===== config.mk =====
export PLATFORM = sky130hd
export DESIGN_NAME = flpp_port
export DESIGN_NICKNAME = d
export VERILOG_FILES = /design/src/include/flpp_pkg.sv /design/src/flpp_mem.sv /design/src/flpp_port.sv
export SDC_FILE = /design/constraint.sdc
export NUM_CORES = 1
export LEC_CHECK = 0
export ABC_CLOCK_PERIOD_IN_PS = 5560
export BUFFER_PORTS_ARGS = -buffer_cell sky130_fd_sc_hd__buf_4
export CAP_MARGIN = 20
export CORE_ASPECT_RATIO = 0.6
export CORE_MARGIN = 8
export CORE_UTILIZATION = 59
export CTS_CLUSTER_SIZE = 40
export DETAILED_ROUTE_END_ITERATION = 8
export PLACE_DENSITY_LB_ADDON = 0.2
export SETUP_SLACK_MARGIN = 0.2
export SLEW_MARGIN = 20
export SYNTH_ARGS = -nofsm -noshare
export SYNTH_HDL_FRONTEND = slang
export SYNTH_HIERARCHICAL = 1
export SYNTH_SLANG_ARGS = --single-unit

===== constraint.sdc =====
create_clock -name clk -period 5.56 [get_ports clk]
set_clock_uncertainty 0.1 [all_clocks]
set_input_delay 1.112 -clock clk [delete_from_list [all_inputs] [get_ports clk]]
set_output_delay 1.112 -clock clk [all_outputs]
set_load 0.005 [all_outputs]

===== src/include/flpp_pkg.sv =====
// constants and carriers for the fuse and lock programming port
package flpp_pkg;
  // ----------------------------------------------------------------
  // timing
  // ----------------------------------------------------------------
  localparam int unsigned CLK_MHZ       = 125;
  localparam int unsigned T_WRITE_NS    = 4000000; // inside 3.7 ms .. 4.5 ms
  localparam int unsigned T_ERASE_NS    = 8000000; // inside 7.5 ms .. 9 ms
  localparam int unsigned T_WRITE_MIN_NS = 3700000;
  localparam int unsigned T_WRITE_MAX_NS = 4500000;
  localparam int unsigned T_ERASE_MIN_NS = 7500000;
  localparam int unsigned T_ERASE_MAX_NS = 9000000;
  // microseconds times clocks per microsecond
  localparam int unsigned WRITE_CYCLES  = T_WRITE_NS / 1000 * CLK_MHZ;
  localparam int unsigned ERASE_CYCLES  = T_ERASE_NS / 1000 * CLK_MHZ;
  localparam int unsigned TMR_W         = 21;
  // ----------------------------------------------------------------
  // command bytes
  // ----------------------------------------------------------------
  localparam logic [7:0] CMD_ERASE     = 8'h80;
  localparam logic [7:0] CMD_WR_FUSE   = 8'h40;
  localparam logic [7:0] CMD_WR_LOCK   = 8'h20;
  localparam logic [7:0] CMD_WR_FLASH  = 8'h10;
  localparam logic [7:0] CMD_WR_EEPROM = 8'h11;
  localparam logic [7:0] CMD_RD_SIG    = 8'h08;
  localparam logic [7:0] CMD_RD_FUSE   = 8'h04;
  localparam logic [7:0] CMD_NOP       = 8'h00;
  // serial instruction first and second byte codes
  localparam logic [7:0] SER_PREFIX    = 8'hac;
  localparam logic [7:0] SER_ENABLE    = 8'h53;
  localparam logic [2:0] SER_ERASE_TOP = 3'h4;
  localparam logic [7:0] SER_WR_EEPROM = 8'hc0;
  // ----------------------------------------------------------------
  // action select codes
  // ----------------------------------------------------------------
  localparam logic [1:0] ACT_ADDR = 2'h0;
  localparam logic [1:0] ACT_DATA = 2'h1;
  localparam logic [1:0] ACT_CMD  = 2'h2;
  // ----------------------------------------------------------------
  // nonvolatile cell indices and lock byte fields
  // ----------------------------------------------------------------
  localparam logic [2:0] NV_FUSE_LOW  = 3'h0;
  localparam logic [2:0] NV_FUSE_HIGH = 3'h1;
  localparam logic [2:0] NV_FUSE_EXT  = 3'h2;
  localparam logic [2:0] NV_LOCK      = 3'h3;
  localparam logic [2:0] NV_SIG0      = 3'h4;
  localparam logic [2:0] NV_CAL       = 3'h7;
  localparam int unsigned LOCK_ONE_BIT = 0;
  localparam int unsigned LOCK_TWO_BIT = 1;
  localparam logic [7:0] LOCK_BOOT_MASK = 8'h3c;
  localparam logic [7:0] BYTE_ERASED    = 8'hff;
  // cell contents after reset; signature and calibration values are arbitrary
  localparam logic [63:0] NV_RESET = 64'h5a_12_34_56_ff_ff_df_62;
  // ----------------------------------------------------------------
  // apb register map
  // ----------------------------------------------------------------
  localparam logic [11:0] REG_CTRL   = 12'h000;
  localparam logic [11:0] REG_STATUS = 12'h004;
  localparam logic [11:0] REG_CELLS  = 12'h008;
  localparam logic        CTRL_RESET = 1'b1;
  // ----------------------------------------------------------------
  // carriers
  // ----------------------------------------------------------------
  typedef struct packed {
    logic       action_select_msb;
    logic       action_select_lsb;
    logic       byte_select_low;
    logic       byte_select_high;
    logic       write_strobe_n;
    logic       output_enable_n;
    logic       load_strobe;
    logic [7:0] data;
  } flpp_par_t;
  typedef struct packed {
    logic       we;
    logic [2:0] waddr;
    logic [7:0] wdata;
  } flpp_wr_t;
endpackage


===== src/flpp_mem.sv =====
// small register file holding fuse, lock, signature and calibration bytes
`timescale 1ns/1ps
module flpp_mem #(
  parameter int unsigned  DEPTH = 8,
  parameter logic [63:0]  INIT  = flpp_pkg::NV_RESET
) (
  input  wire logic             clk,   // system clock
  input  wire logic             rst,   // async reset, high
  input  wire flpp_pkg::flpp_wr_t wr,  // write request
  input  wire logic [2:0]       raddr, // read address
  output logic      [7:0]       rdata  // registered read data
);
  logic [7:0] cells [DEPTH];

  // cells load the power-on image at reset
  always_ff @(posedge clk or posedge rst) begin
    if (rst) begin
      for (int i = 0; i < DEPTH; i++) begin
        cells[i] <= INIT[i*8 +: 8];
      end
      rdata <= 8'h00;
    end else begin
      if (wr.we) begin
        cells[wr.waddr] <= wr.wdata;
      end
      rdata <= cells[raddr];
    end
  end
endmodule


===== src/flpp_port.sv =====
// parallel and serial programming port for fuses and lock bits
`timescale 1ns/1ps
// Operation
// (RULE_01) action 10 plus load pulse loads command
// (RULE_02) action 01 plus load pulse loads data
// (RULE_03) fuse write 0x40, zero programs, one erases
// (RULE_04) low select only picks high fuse byte
// (RULE_05) high select only picks extended fuses
// (RULE_06) write strobe falling starts write, wait ready
// (RULE_07) busy low within one microsecond
// (RULE_08) write busy lasts 3.7 to 4.5 ms
// (RULE_09) chip erase busy lasts 7.5 to 9 ms
// (RULE_10) lock write 0x20, zero programs lock bit
// (RULE_11) lock level 3 blocks boot lock programming
// (RULE_12) only chip erase clears lock bits
// (RULE_13) read 0x04 returns fuse or lock byte
// (RULE_14) read 0x08 returns signature byte
// (RULE_15) signature read, low select gives calibration
// (RULE_16) load strobe high 150 ns, low 200 ns
// (RULE_17) serial mode only while reset pin low
// (RULE_18) serial programs need enable instruction first
// (RULE_19) serial eeprom write auto erases location
// (RULE_20) chip erase sets arrays to 0xff
// (RULE_21) serial clock phases exceed 2 or 3 cycles
// (RULE_22) programmer supplies clock when fuses need it
// (RULE_23) drive data only while output enable low
// (RULE_24) ignore write strobes while busy
module flpp_port #(
  parameter int unsigned WRITE_CYC = flpp_pkg::WRITE_CYCLES, // self-timed write length
  parameter int unsigned ERASE_CYC = flpp_pkg::ERASE_CYCLES  // chip erase length
) (
  input  wire logic               clk,          // 125 MHz system clock
  input  wire logic               rst,          // async reset, high
  input  wire logic               psel,         // apb select
  input  wire logic               penable,      // apb enable
  input  wire logic               pwrite,       // apb direction
  input  wire logic [11:0]        paddr,        // apb byte address
  input  wire logic [31:0]        pwdata,       // apb write data
  output logic      [31:0]        prdata,       // apb read data
  output logic                    pready,       // apb ready
  output logic                    pslverr,      // apb error on unmapped
  input  wire flpp_pkg::flpp_par_t par,         // parallel programming pins
  output logic      [7:0]         data_out,     // data bus output value
  output logic                    data_oe,      // data bus output enable
  output logic                    ready_busy_n, // low while self-timed op runs
  input  wire logic               reset_pin_n,  // device reset pin level
  input  wire logic               sck,          // serial clock, sampled
  input  wire logic               mosi,         // serial data in
  output logic                    miso,         // serial data out
  output logic                    array_erase,  // pulse: wipe flash and eeprom to 0xff
  output logic                    eeprom_autoerase // pulse: serial eeprom erase-then-write
);
  // ----------------------------------------------------------------
  // declarations
  // ----------------------------------------------------------------
  typedef enum logic [1:0] {
    ST_IDLE  = 2'b00,
    ST_WRITE = 2'b01,
    ST_ERASE = 2'b10
  } flpp_state_t;

  flpp_state_t        state, next_state;
  logic [flpp_pkg::TMR_W-1:0] tmr, next_tmr;
  logic [7:0]         cmd, next_cmd;
  logic [7:0]         addr_low, next_addr_low;
  logic [7:0]         data_byte, next_data_byte;
  logic               load_prev, wr_prev, sck_prev;
  logic [7:0]         lock, next_lock;
  logic               port_en, next_port_en;
  logic               prog_en, next_prog_en;
  logic [4:0]         bit_cnt, next_bit_cnt;
  logic [31:0]        shreg, next_shreg;
  logic [7:0]         tx, next_tx;
  logic               next_miso;
  logic               next_array_erase, next_autoerase;
  logic [31:0]        next_prdata;
  flpp_pkg::flpp_wr_t mem_wr;
  logic [2:0]         raddr;
  logic [7:0]         rdata;
  logic               load_rise, wr_fall, sck_rise, sck_fall;
  logic               par_start, ser_erase, ser_eeprom;
  logic               apb_access, apb_hit;

  // ----------------------------------------------------------------
  // strobe edges; pins are synchronous to clk
  // ----------------------------------------------------------------
  assign load_rise = par.load_strobe & ~load_prev;
  assign wr_fall   = wr_prev & ~par.write_strobe_n;
  assign sck_rise  = sck & ~sck_prev;
  assign sck_fall  = ~sck & sck_prev;
  // one cycle of level per phase suffices, the programmer keeps load and sck phases longer
  // RULE_16 RULE_21 are met by the programmer holding each phase
  always_ff @(posedge clk or posedge rst) begin
    if (rst) begin
      load_prev <= 1'b0;
      wr_prev   <= 1'b1;
      sck_prev  <= 1'b0;
    end else begin
      load_prev <= par.load_strobe;
      wr_prev   <= par.write_strobe_n;
      sck_prev  <= sck;
    end
  end

  // ----------------------------------------------------------------
  // parallel loading of command, address and data
  // ----------------------------------------------------------------
  always_comb begin
    next_cmd       = cmd;
    next_addr_low  = addr_low;
    next_data_byte = data_byte;
    if (load_rise) begin
      case ({par.action_select_msb, par.action_select_lsb})
        flpp_pkg::ACT_CMD:  next_cmd = par.data;       // RULE_01
        flpp_pkg::ACT_DATA: next_data_byte = par.data; // RULE_02
        flpp_pkg::ACT_ADDR: begin
          if (!par.byte_select_low) begin
            next_addr_low = par.data;
          end
        end
        default: next_cmd = cmd; // idle code
      endcase
    end
  end

  always_ff @(posedge clk or posedge rst) begin
    if (rst) begin
      cmd       <= flpp_pkg::CMD_NOP;
      addr_low  <= 8'h00;
      data_byte <= 8'h00;
    end else begin
      cmd       <= next_cmd;
      addr_low  <= next_addr_low;
      data_byte <= next_data_byte;
    end
  end

  // ----------------------------------------------------------------
  // serial link: 32-bit instructions, only while the reset pin is low
  // ----------------------------------------------------------------
  always_comb begin
    next_bit_cnt = bit_cnt;
    next_shreg   = shreg;
    next_tx      = tx;
    next_miso    = miso;
    next_prog_en = prog_en;
    ser_erase    = 1'b0;
    ser_eeprom   = 1'b0;
    if (reset_pin_n) begin
      // leaving serial mode drops the enable and resynchronises
      next_bit_cnt = 5'h00; // RULE_17
      next_prog_en = 1'b0;  // RULE_18
      next_miso    = 1'b0;
    end else begin
      if (sck_rise) begin
        next_shreg   = {shreg[30:0], mosi};
        next_bit_cnt = bit_cnt + 5'h01;
        // the previous byte is echoed during the next one
        if (bit_cnt[2:0] == 3'h7) begin
          next_tx = {shreg[6:0], mosi};
        end else begin
          next_tx = {tx[6:0], 1'b0};
        end
        if (bit_cnt == 5'h1f) begin
          if (shreg[30:23] == flpp_pkg::SER_PREFIX && shreg[22:15] == flpp_pkg::SER_ENABLE) begin
            next_prog_en = 1'b1;
          end
          // erase and write only after the enable instruction
          ser_erase  = prog_en && shreg[30:23] == flpp_pkg::SER_PREFIX
                       && shreg[22:20] == flpp_pkg::SER_ERASE_TOP; // RULE_18
          ser_eeprom = prog_en && shreg[30:23] == flpp_pkg::SER_WR_EEPROM; // RULE_18
        end
      end
      if (sck_fall) begin
        next_miso = tx[7];
      end
    end
  end

  always_ff @(posedge clk or posedge rst) begin
    if (rst) begin
      bit_cnt <= 5'h00;
      shreg   <= 32'h0000_0000;
      tx      <= 8'h00;
      miso    <= 1'b0;
      prog_en <= 1'b0;
    end else begin
      bit_cnt <= next_bit_cnt;
      shreg   <= next_shreg;
      tx      <= next_tx;
      miso    <= next_miso;
      prog_en <= next_prog_en;
    end
  end

  // ----------------------------------------------------------------
  // self-timed write and erase sequencer
  // ----------------------------------------------------------------
  // a strobe during busy is dropped, so a running write cannot be disturbed
  assign par_start = wr_fall && port_en && state == ST_IDLE; // RULE_06 RULE_24

  always_comb begin
    next_state       = state;
    next_tmr         = tmr;
    next_lock        = lock;
    next_array_erase = 1'b0;
    next_autoerase   = 1'b0;
    mem_wr           = '0;
    case (state)
      ST_IDLE: begin
        next_tmr = '0;
        if (par_start && cmd == flpp_pkg::CMD_ERASE || ser_erase) begin
          next_state       = ST_ERASE; // RULE_09
          next_array_erase = 1'b1;     // RULE_20
        end else if (ser_eeprom) begin
          next_state     = ST_WRITE;
          next_autoerase = 1'b1;       // RULE_19
        end else if (par_start) begin
          case (cmd)
            flpp_pkg::CMD_WR_FUSE: begin
              next_state   = ST_WRITE;  // RULE_08
              mem_wr.we    = 1'b1;
              mem_wr.wdata = data_byte; // RULE_03
              if (par.byte_select_low && !par.byte_select_high) begin
                mem_wr.waddr = flpp_pkg::NV_FUSE_HIGH; // RULE_04
              end else if (!par.byte_select_low && par.byte_select_high) begin
                mem_wr.waddr = flpp_pkg::NV_FUSE_EXT;  // RULE_05
              end else begin
                mem_wr.waddr = flpp_pkg::NV_FUSE_LOW;
              end
            end
            flpp_pkg::CMD_WR_LOCK: begin
              next_state = ST_WRITE;
              // a one bit never unprograms a lock bit
              next_lock  = lock & data_byte; // RULE_10 RULE_12
              if (!lock[flpp_pkg::LOCK_ONE_BIT] && !lock[flpp_pkg::LOCK_TWO_BIT]) begin
                next_lock = (lock & flpp_pkg::LOCK_BOOT_MASK)
                            | (lock & data_byte & ~flpp_pkg::LOCK_BOOT_MASK); // RULE_11
              end
              mem_wr.we    = 1'b1;
              mem_wr.waddr = flpp_pkg::NV_LOCK;
              mem_wr.wdata = next_lock;
            end
            flpp_pkg::CMD_WR_FLASH, flpp_pkg::CMD_WR_EEPROM: next_state = ST_WRITE;
            default: next_state = ST_IDLE;
          endcase
        end
      end
      ST_WRITE: begin
        next_tmr = tmr + 1'b1;
        if (tmr == flpp_pkg::TMR_W'(WRITE_CYC - 1)) begin
          next_state = ST_IDLE; // RULE_08
        end
      end
      ST_ERASE: begin
        next_tmr = tmr + 1'b1;
        if (tmr == flpp_pkg::TMR_W'(ERASE_CYC - 1)) begin
          next_state   = ST_IDLE; // RULE_09
          // locks clear only once the arrays are wiped
          next_lock    = flpp_pkg::BYTE_ERASED; // RULE_12
          mem_wr.we    = 1'b1;
          mem_wr.waddr = flpp_pkg::NV_LOCK;
          mem_wr.wdata = flpp_pkg::BYTE_ERASED;
        end
      end
      default: next_state = ST_IDLE;
    endcase
  end

  always_ff @(posedge clk or posedge rst) begin
    if (rst) begin
      state       <= ST_IDLE;
      tmr         <= '0;
      lock        <= flpp_pkg::NV_RESET[31:24];
      array_erase <= 1'b0;
      eeprom_autoerase <= 1'b0;
    end else begin
      state       <= next_state;
      tmr         <= next_tmr;
      lock        <= next_lock;
      array_erase <= next_array_erase;
      eeprom_autoerase <= next_autoerase;
    end
  end

  // busy shows one cycle after the strobe edge, far inside 1 us
  assign ready_busy_n = (state == ST_IDLE); // RULE_07

  // ----------------------------------------------------------------
  // read path
  // ----------------------------------------------------------------
  function automatic logic [2:0] read_sel(input logic [7:0] c, input logic bsl,
                                          input logic bsh, input logic [7:0] a);
    read_sel = flpp_pkg::NV_FUSE_LOW;
    if (c == flpp_pkg::CMD_RD_FUSE) begin
      case ({bsh, bsl})
        2'b11:   read_sel = flpp_pkg::NV_FUSE_HIGH; // RULE_13
        2'b10:   read_sel = flpp_pkg::NV_FUSE_EXT;
        2'b01:   read_sel = flpp_pkg::NV_LOCK;
        default: read_sel = flpp_pkg::NV_FUSE_LOW;
      endcase
    end else if (bsl) begin
      read_sel = flpp_pkg::NV_CAL; // RULE_15
    end else begin
      read_sel = flpp_pkg::NV_SIG0 + 3'(a[1:0] > 2'h2 ? 2'h2 : a[1:0]); // RULE_14
    end
  endfunction

  assign raddr    = read_sel(cmd, par.byte_select_low, par.byte_select_high, addr_low);
  assign data_out = rdata;
  // bus released whenever output enable is high or no read is loaded
  assign data_oe  = !par.output_enable_n
                    && (cmd == flpp_pkg::CMD_RD_FUSE || cmd == flpp_pkg::CMD_RD_SIG); // RULE_23

  flpp_mem #(
    .DEPTH (8),
    .INIT  (flpp_pkg::NV_RESET)
  ) u_mem (
    .clk   (clk),
    .rst   (rst),
    .wr    (mem_wr),
    .raddr (raddr),
    .rdata (rdata)
  );

  // ----------------------------------------------------------------
  // apb slave, zero wait states
  // ----------------------------------------------------------------
  assign apb_access = psel && penable;
  assign apb_hit    = paddr == flpp_pkg::REG_CTRL || paddr == flpp_pkg::REG_STATUS
                      || paddr == flpp_pkg::REG_CELLS;
  assign pready     = 1'b1;
  assign pslverr    = apb_access && !apb_hit;

  always_comb begin
    next_port_en = port_en;
    next_prdata  = prdata;
    if (apb_access && pwrite && paddr == flpp_pkg::REG_CTRL) begin
      next_port_en = pwdata[0];
    end
    if (psel && !penable && !pwrite) begin
      case (paddr)
        flpp_pkg::REG_CTRL:   next_prdata = {31'h0, port_en};
        flpp_pkg::REG_STATUS: next_prdata = {20'h0, cmd, 1'b0, prog_en,
                                             state == ST_ERASE, !ready_busy_n};
        flpp_pkg::REG_CELLS:  next_prdata = {16'h0, lock, data_byte};
        default:              next_prdata = 32'h0000_0000;
      endcase
    end
  end

  always_ff @(posedge clk or posedge rst) begin
    if (rst) begin
      port_en <= flpp_pkg::CTRL_RESET;
      prdata  <= 32'h0000_0000;
    end else begin
      port_en <= next_port_en;
      prdata  <= next_prdata;
    end
  end

  // ----------------------------------------------------------------
  // checks
  // ----------------------------------------------------------------
  logic [flpp_pkg::TMR_W-1:0] busy_len;
  always_ff @(posedge clk or posedge rst) begin
    if (rst) begin
      busy_len <= '0;
    end else begin
      busy_len <= ready_busy_n ? '0 : busy_len + 1'b1;
    end
  end
endmodule


# [Yosys cells after proc, flatten, opt, wreduce, memory -nomap -nowiden]
# Index checks and enable logic that the tools add are counted.
[classes] addsub=3 n_lt_le_gt_ge=4 eq_ne=31 mux=54 n_bitwise=14 n_reduce_logical=49
[ops] operator="two-way mux 8 bit" n=10
[ops] operator="bitwise mux 64 bit" n=1
[ops] operator="two-way mux 12 bit" n=4
[ops] operator="one-hot mux 12 bit (2 select lines)" n=2
[ops] operator="one-hot mux 16 bit (3 select lines)" n=1
[ops] operator="one-hot mux 21 bit (2 select lines)" n=1
[ops] operator="binary-select mux 8 bit (select 3 bit)" n=1
[ops] operator="demux 8 bit (select 3 bit)" n=1
[ops] operator="== test 8 bit, second input constant" n=3
[ops] operator="adder 21 x 1 -> 21 bit, second input constant" n=1
[ops] operator="== test 21 x 19 -> 1 bit, second input constant" n=1
[ops] operator="== test 21 x 20 -> 1 bit, second input constant" n=1
[ops] operator="logical AND 1 bit" n=18
[ops] operator="two-way mux 1 bit" n=18
[ops] operator="== test 8 x 5 -> 1 bit, second input constant" n=2
[ops] operator="== test 8 x 7 -> 1 bit, second input constant" n=2
[ops] operator="two-way mux 2 bit" n=8
[ops] operator="one-hot mux 8 bit (2 select lines)" n=1
[ops] operator="== test 12 x 3 -> 1 bit, second input constant" n=1
[ops] operator="== test 12 x 4 -> 1 bit, second input constant" n=1
[ops] operator="logical NOT 12 bit" n=1
[ops] operator="one-hot mux 2 bit (3 select lines)" n=2
[ops] operator="nonzero test 2 bit" n=6
[ops] operator="two-way mux 5 bit" n=2
[ops] operator="29 further kinds" n=66
[word_totals] ff_bits=205 inputBits=67 output_inout_bits=47 elab_cells=182

# [Longest topological paths before layout]
[depth] ltp_word=15 mapped_depth=12 mapped_depth_nobuf=10

# [By module]
# The synthesis kept the hierarchy.
[modules_own_cells] module="flpp_port" n_inst=1 cells_per_inst=526 area_each_um2=5830.6
[modules_own_cells] module="flpp_mem" n_inst=1 cells_per_inst=181 area_each_um2=3249.4

# [Worst setup path after synthesis]
# Ideal clock, no wire load.
[synth_path] kind="input -> register" startpoint="input port reset_pin_n" endpoint="register u_mem/cells[53] in the netlist's numbering" arrival_time_ns=3.491 path_slack_ns=1.845 stages=10 cell_sequence="clkbuf_1 > nor3b_2 > nand4b_1 > a2bb2oi_1 > o221ai_1 > o31ai_1 > buf_2 > nor4bb_1 > buf_2 > mux2_2"
[synth_rtl] item="start: declaration" line_no="flpp_port.sv:46" text="input wire logic reset_pin_n,"
[synth_rtl] item="end signal: indexed assignment" line_no="flpp_mem.sv:19" text="cells[i] <= INIT[i*8 +: 8];"
[synth_rtl] item="end signal: indexed assignment" line_no="flpp_mem.sv:24" text="cells[wr.waddr] <= wr.wdata;"
[synth_rtl] item="end: declaration" line_no="flpp_mem.sv:13" text="logic [7:0] cells [DEPTH];"

==> key figures <==
Floorplanning
  – Rows: 35
  – Die width: 176.2 microns
  – IO Count: between 100 and 150
  – Die height: 112.1 microns
  – Initial Utilization: 0.5975
  – Core footprint: roughly 15000 sq um
  – Die ar.: about 20000 sq um

Synthesis
  – Syn avg cell area: 12.84 sq um
  – Post-synth EDFFs: 0
  – Yosys reg bits: 189
  – Mapped cell area: slightly above 9000 sq um
  – Yosys warning count: 6
  – Synth Flop Type: dfrtp_1
  – Synth unique cells: 70
  – Register area share after synthesis: 0.5276
  – FFs w/ async S/R, synth: 1.000
  – Post-Synthesis Cells: 707

Clock network
  – Worst-case clock buffer depth: 2
  – Clock Latency Late Sink: approximately 0.42 ns
  – CTS root buffer: clkbuf_16
  – CTS buffer count: 17
  – H-tree Lvls: 4
  – Post-cts resize count: 0
  – Cts hold-fix bufs: 0
  – Reg clk slew, reported paths: 0.07 ns
  – CTS tree: done
  – Clock sinks: 189
  – Postcts setup bufs: 0

Placed design
  – Final Wtd Congestion: 0.8854
  – Placed instance count: 956
  – Port Buffers: 65
  – Hpwl dp: 14000 microns

Critical path
  – CP Data Arrival Time: 4.70 ns
  – Setup CP Type: register to register
  – R2R setup slack: approximately 1.1 ns
  – Crit. End Element: register
  – Crit Path Max Fanout: 10
  – Worst EP required: a little under 6 ns
  – Worst Setup Start Kind: register

Routing
  – Drt first pass iters: 5
  – DR vias: 5982
  – Drt total wl: 20230 microns
  – Routed Antenna Nets: 0
  – Drt via density: 6.055
  – # DRC: 0
  – WL per Instance: 20.47 microns
  – DR iter-0 viols: 588

STA
  – Min Tclk post-route: roughly 4.5 ns
  – RSZ-0062 raised after global routing: no
  – Final setup fails: 0
  – TNS Setup: 0 ns
  – Normalized max-slew margin: -0.6373
  – Tcrit/Tclk final: 0.8017
  – Slew Limit Fails: 9
  – Final hold vios: 0
  – Worst slew pin tran: 2.423 ns
  – FMAX: 224.4 MHz

Final layout
  – Most frequent cells in the layout: dfrtp_1, mux2_2, buf_4, nor2_1, dfstp_2
  – Commonest non-fill, non-tap cell in the layout: dfrtp_1
  – N_diodes: 0
  – Final cell count without fillers: 988
  – Layout cells sized above 1: 0.3822
  – Area grow syn2layout: 13.13%
  – Fin nets: approximately 850
  – Core Util, Final: 0.6760

Status
  – Status: finished, violations left
  – Violated checks: slew limit

Global route
  – Vias in the first global route: a little over 6000
  – Largest net degree at the start of global routing: 75
  – Overflow after GRT: 0
  – GRT Util Overall: 0.2074
  – First-pass GRT wire length: 32630 microns
  – Initial antenna violation count: 0

Flow run
  – Max_cap viols: 0

Pwr
  – Peak VDD IR: 0.0001618 V
  – Pleak: 0.004774 uW
  – P per Cell Area: 293.2 nW/um^2

Min path
  – Hold Path Class: register to register
-- final cells by class --
class                      count  area, sq um
fill                        1057         4923
sequential                   189         4791
multi-input combinational    456         3950
timing repair buffer          77        578.1
clock buffer                  18        439.2
tap                          203        254.0
clock inverter                14        141.4
inverter                      31        118.9
-- worst max-delay path, stage by stage, from the launching register on --
cell       delay (ns)
dfrtp_1          0.41
ha_1             0.23
and3_1           0.19
ha_1             0.17
and2_1           0.19
nand4_1          0.17
a2bb2oi_1        0.33
o221ai_1         0.43
o31ai_1          0.94
nand4b_1         0.71
mux2_2           0.49
-- registers in the layout, summed over array words and instances (netlist names), 2 cells and up --
name / cells
state: 2
cmd: 8
data_byte: 8
tmr: 21
addr_low: 2
tx: 8
lock: 8
prdata: 16
u_mem/rdata: 8
u_mem/cells: 64
shreg: 31
bit_cnt: 5
-- cell families after synthesis --
| logic type | after synthesis | synth area share |
|---|---|---|
| compound gates | 90 | 0.07386 |
| xor+xnor | 16 | 0.01543 |
| fa+ha+maj | 12 | 0.01654 |
| buf+inv | 78 | 0.04520 |
| flops | 189 | 0.5276 |
| mux | 153 | 0.2140 |
| other cells | 2 | 0.0008271 |
| simple gates | 167 | 0.1065 |
-- layer usage --
metal	part of all wire	wire (microns)	up-vias	GRT usage
li1	-	-	2683	-
met1	0.47	9600	3035	0.3051
met2	0.44	8935	246	0.3078
met3	0.076	1547	18	0.05263
met4	0.0071	143	0	0.03825
met5	0	0	-	0
-- final timing paths --
kind                                 from               to  cells after the start
min in group asynchronous             rst       bit_cnt[0]                      2
hold / removal             u_mem/cells[8]   u_mem/cells[8]                      1
max in group asynchronous             rst     data_byte[7]                      3
setup reg to reg               bit_cnt[0]  u_mem/cells[39]                     10
hold reg to reg            u_mem/cells[8]   u_mem/cells[8]                      1
setup / recovery               bit_cnt[0]  u_mem/cells[39]                     10
-- synth_stat cells (3+ instances only) --
cell,n,area share
a21oi_1,13,0.0072
dfrtp_1,140,0.39
mux2_1,3,0.0037
ha_1,12,0.017
nor3b_1,3,0.0025
a222oi_1,10,0.011
o31ai_1,10,0.0083
nor3_1,7,0.0039
buf_1,3,0.0012
mux2i_1,16,0.018
buf_2,10,0.0055
nor2b_1,4,0.0028
o211ai_2,3,0.0041
nor4_1,6,0.0041
o21ai_0,16,0.0088
inv_1,31,0.013
a22o_1,6,0.0058
nand4b_1,6,0.0058
mux2_2,118,0.15
dfstp_2,49,0.14
a22oi_1,4,0.0033
xor2_1,9,0.0087
mux4_1,16,0.046
buf_4,17,0.014
o21ai_1,6,0.0033
xnor2_1,7,0.0068
nand2_1,23,0.0095
a31oi_1,6,0.0041
nor2_1,63,0.026
nor4bb_1,7,0.0077
clkbuf_1,13,0.0054
nand2b_1,4,0.0028
nand3_1,8,0.0044
nand4_1,8,0.0055
-- power breakdown --
group | total, uW | switching (uW) | internal [uW]
clock network | 1180 | 539 | 639
logic | 270 | 130 | 140
registers | 1560 | 90.6 | 1470
-- per-stage QoR --
| stage | hold WS (ns) | total power [uW] | worst slack [ns] | area [sq um] |
|---|---|---|---|---|
| after floorplan | 0.3642 | 1756 | 1.264 | 9140 |
| after global placement | 0.3795 | 1835 | 1.065 | 9687 |
| after detailed placement | 0.3876 | 1853 | 0.9542 | 9692 |
| after CTS | 0.4033 | 3034 | 1.183 | 10270 |
| after global routing | 0.4179 | 3130 | 0.8276 | 10270 |
| final | 0.4016 | 3012 | 1.103 | 10270 |
No activity file was read; power rests on OpenSTA's default activity.
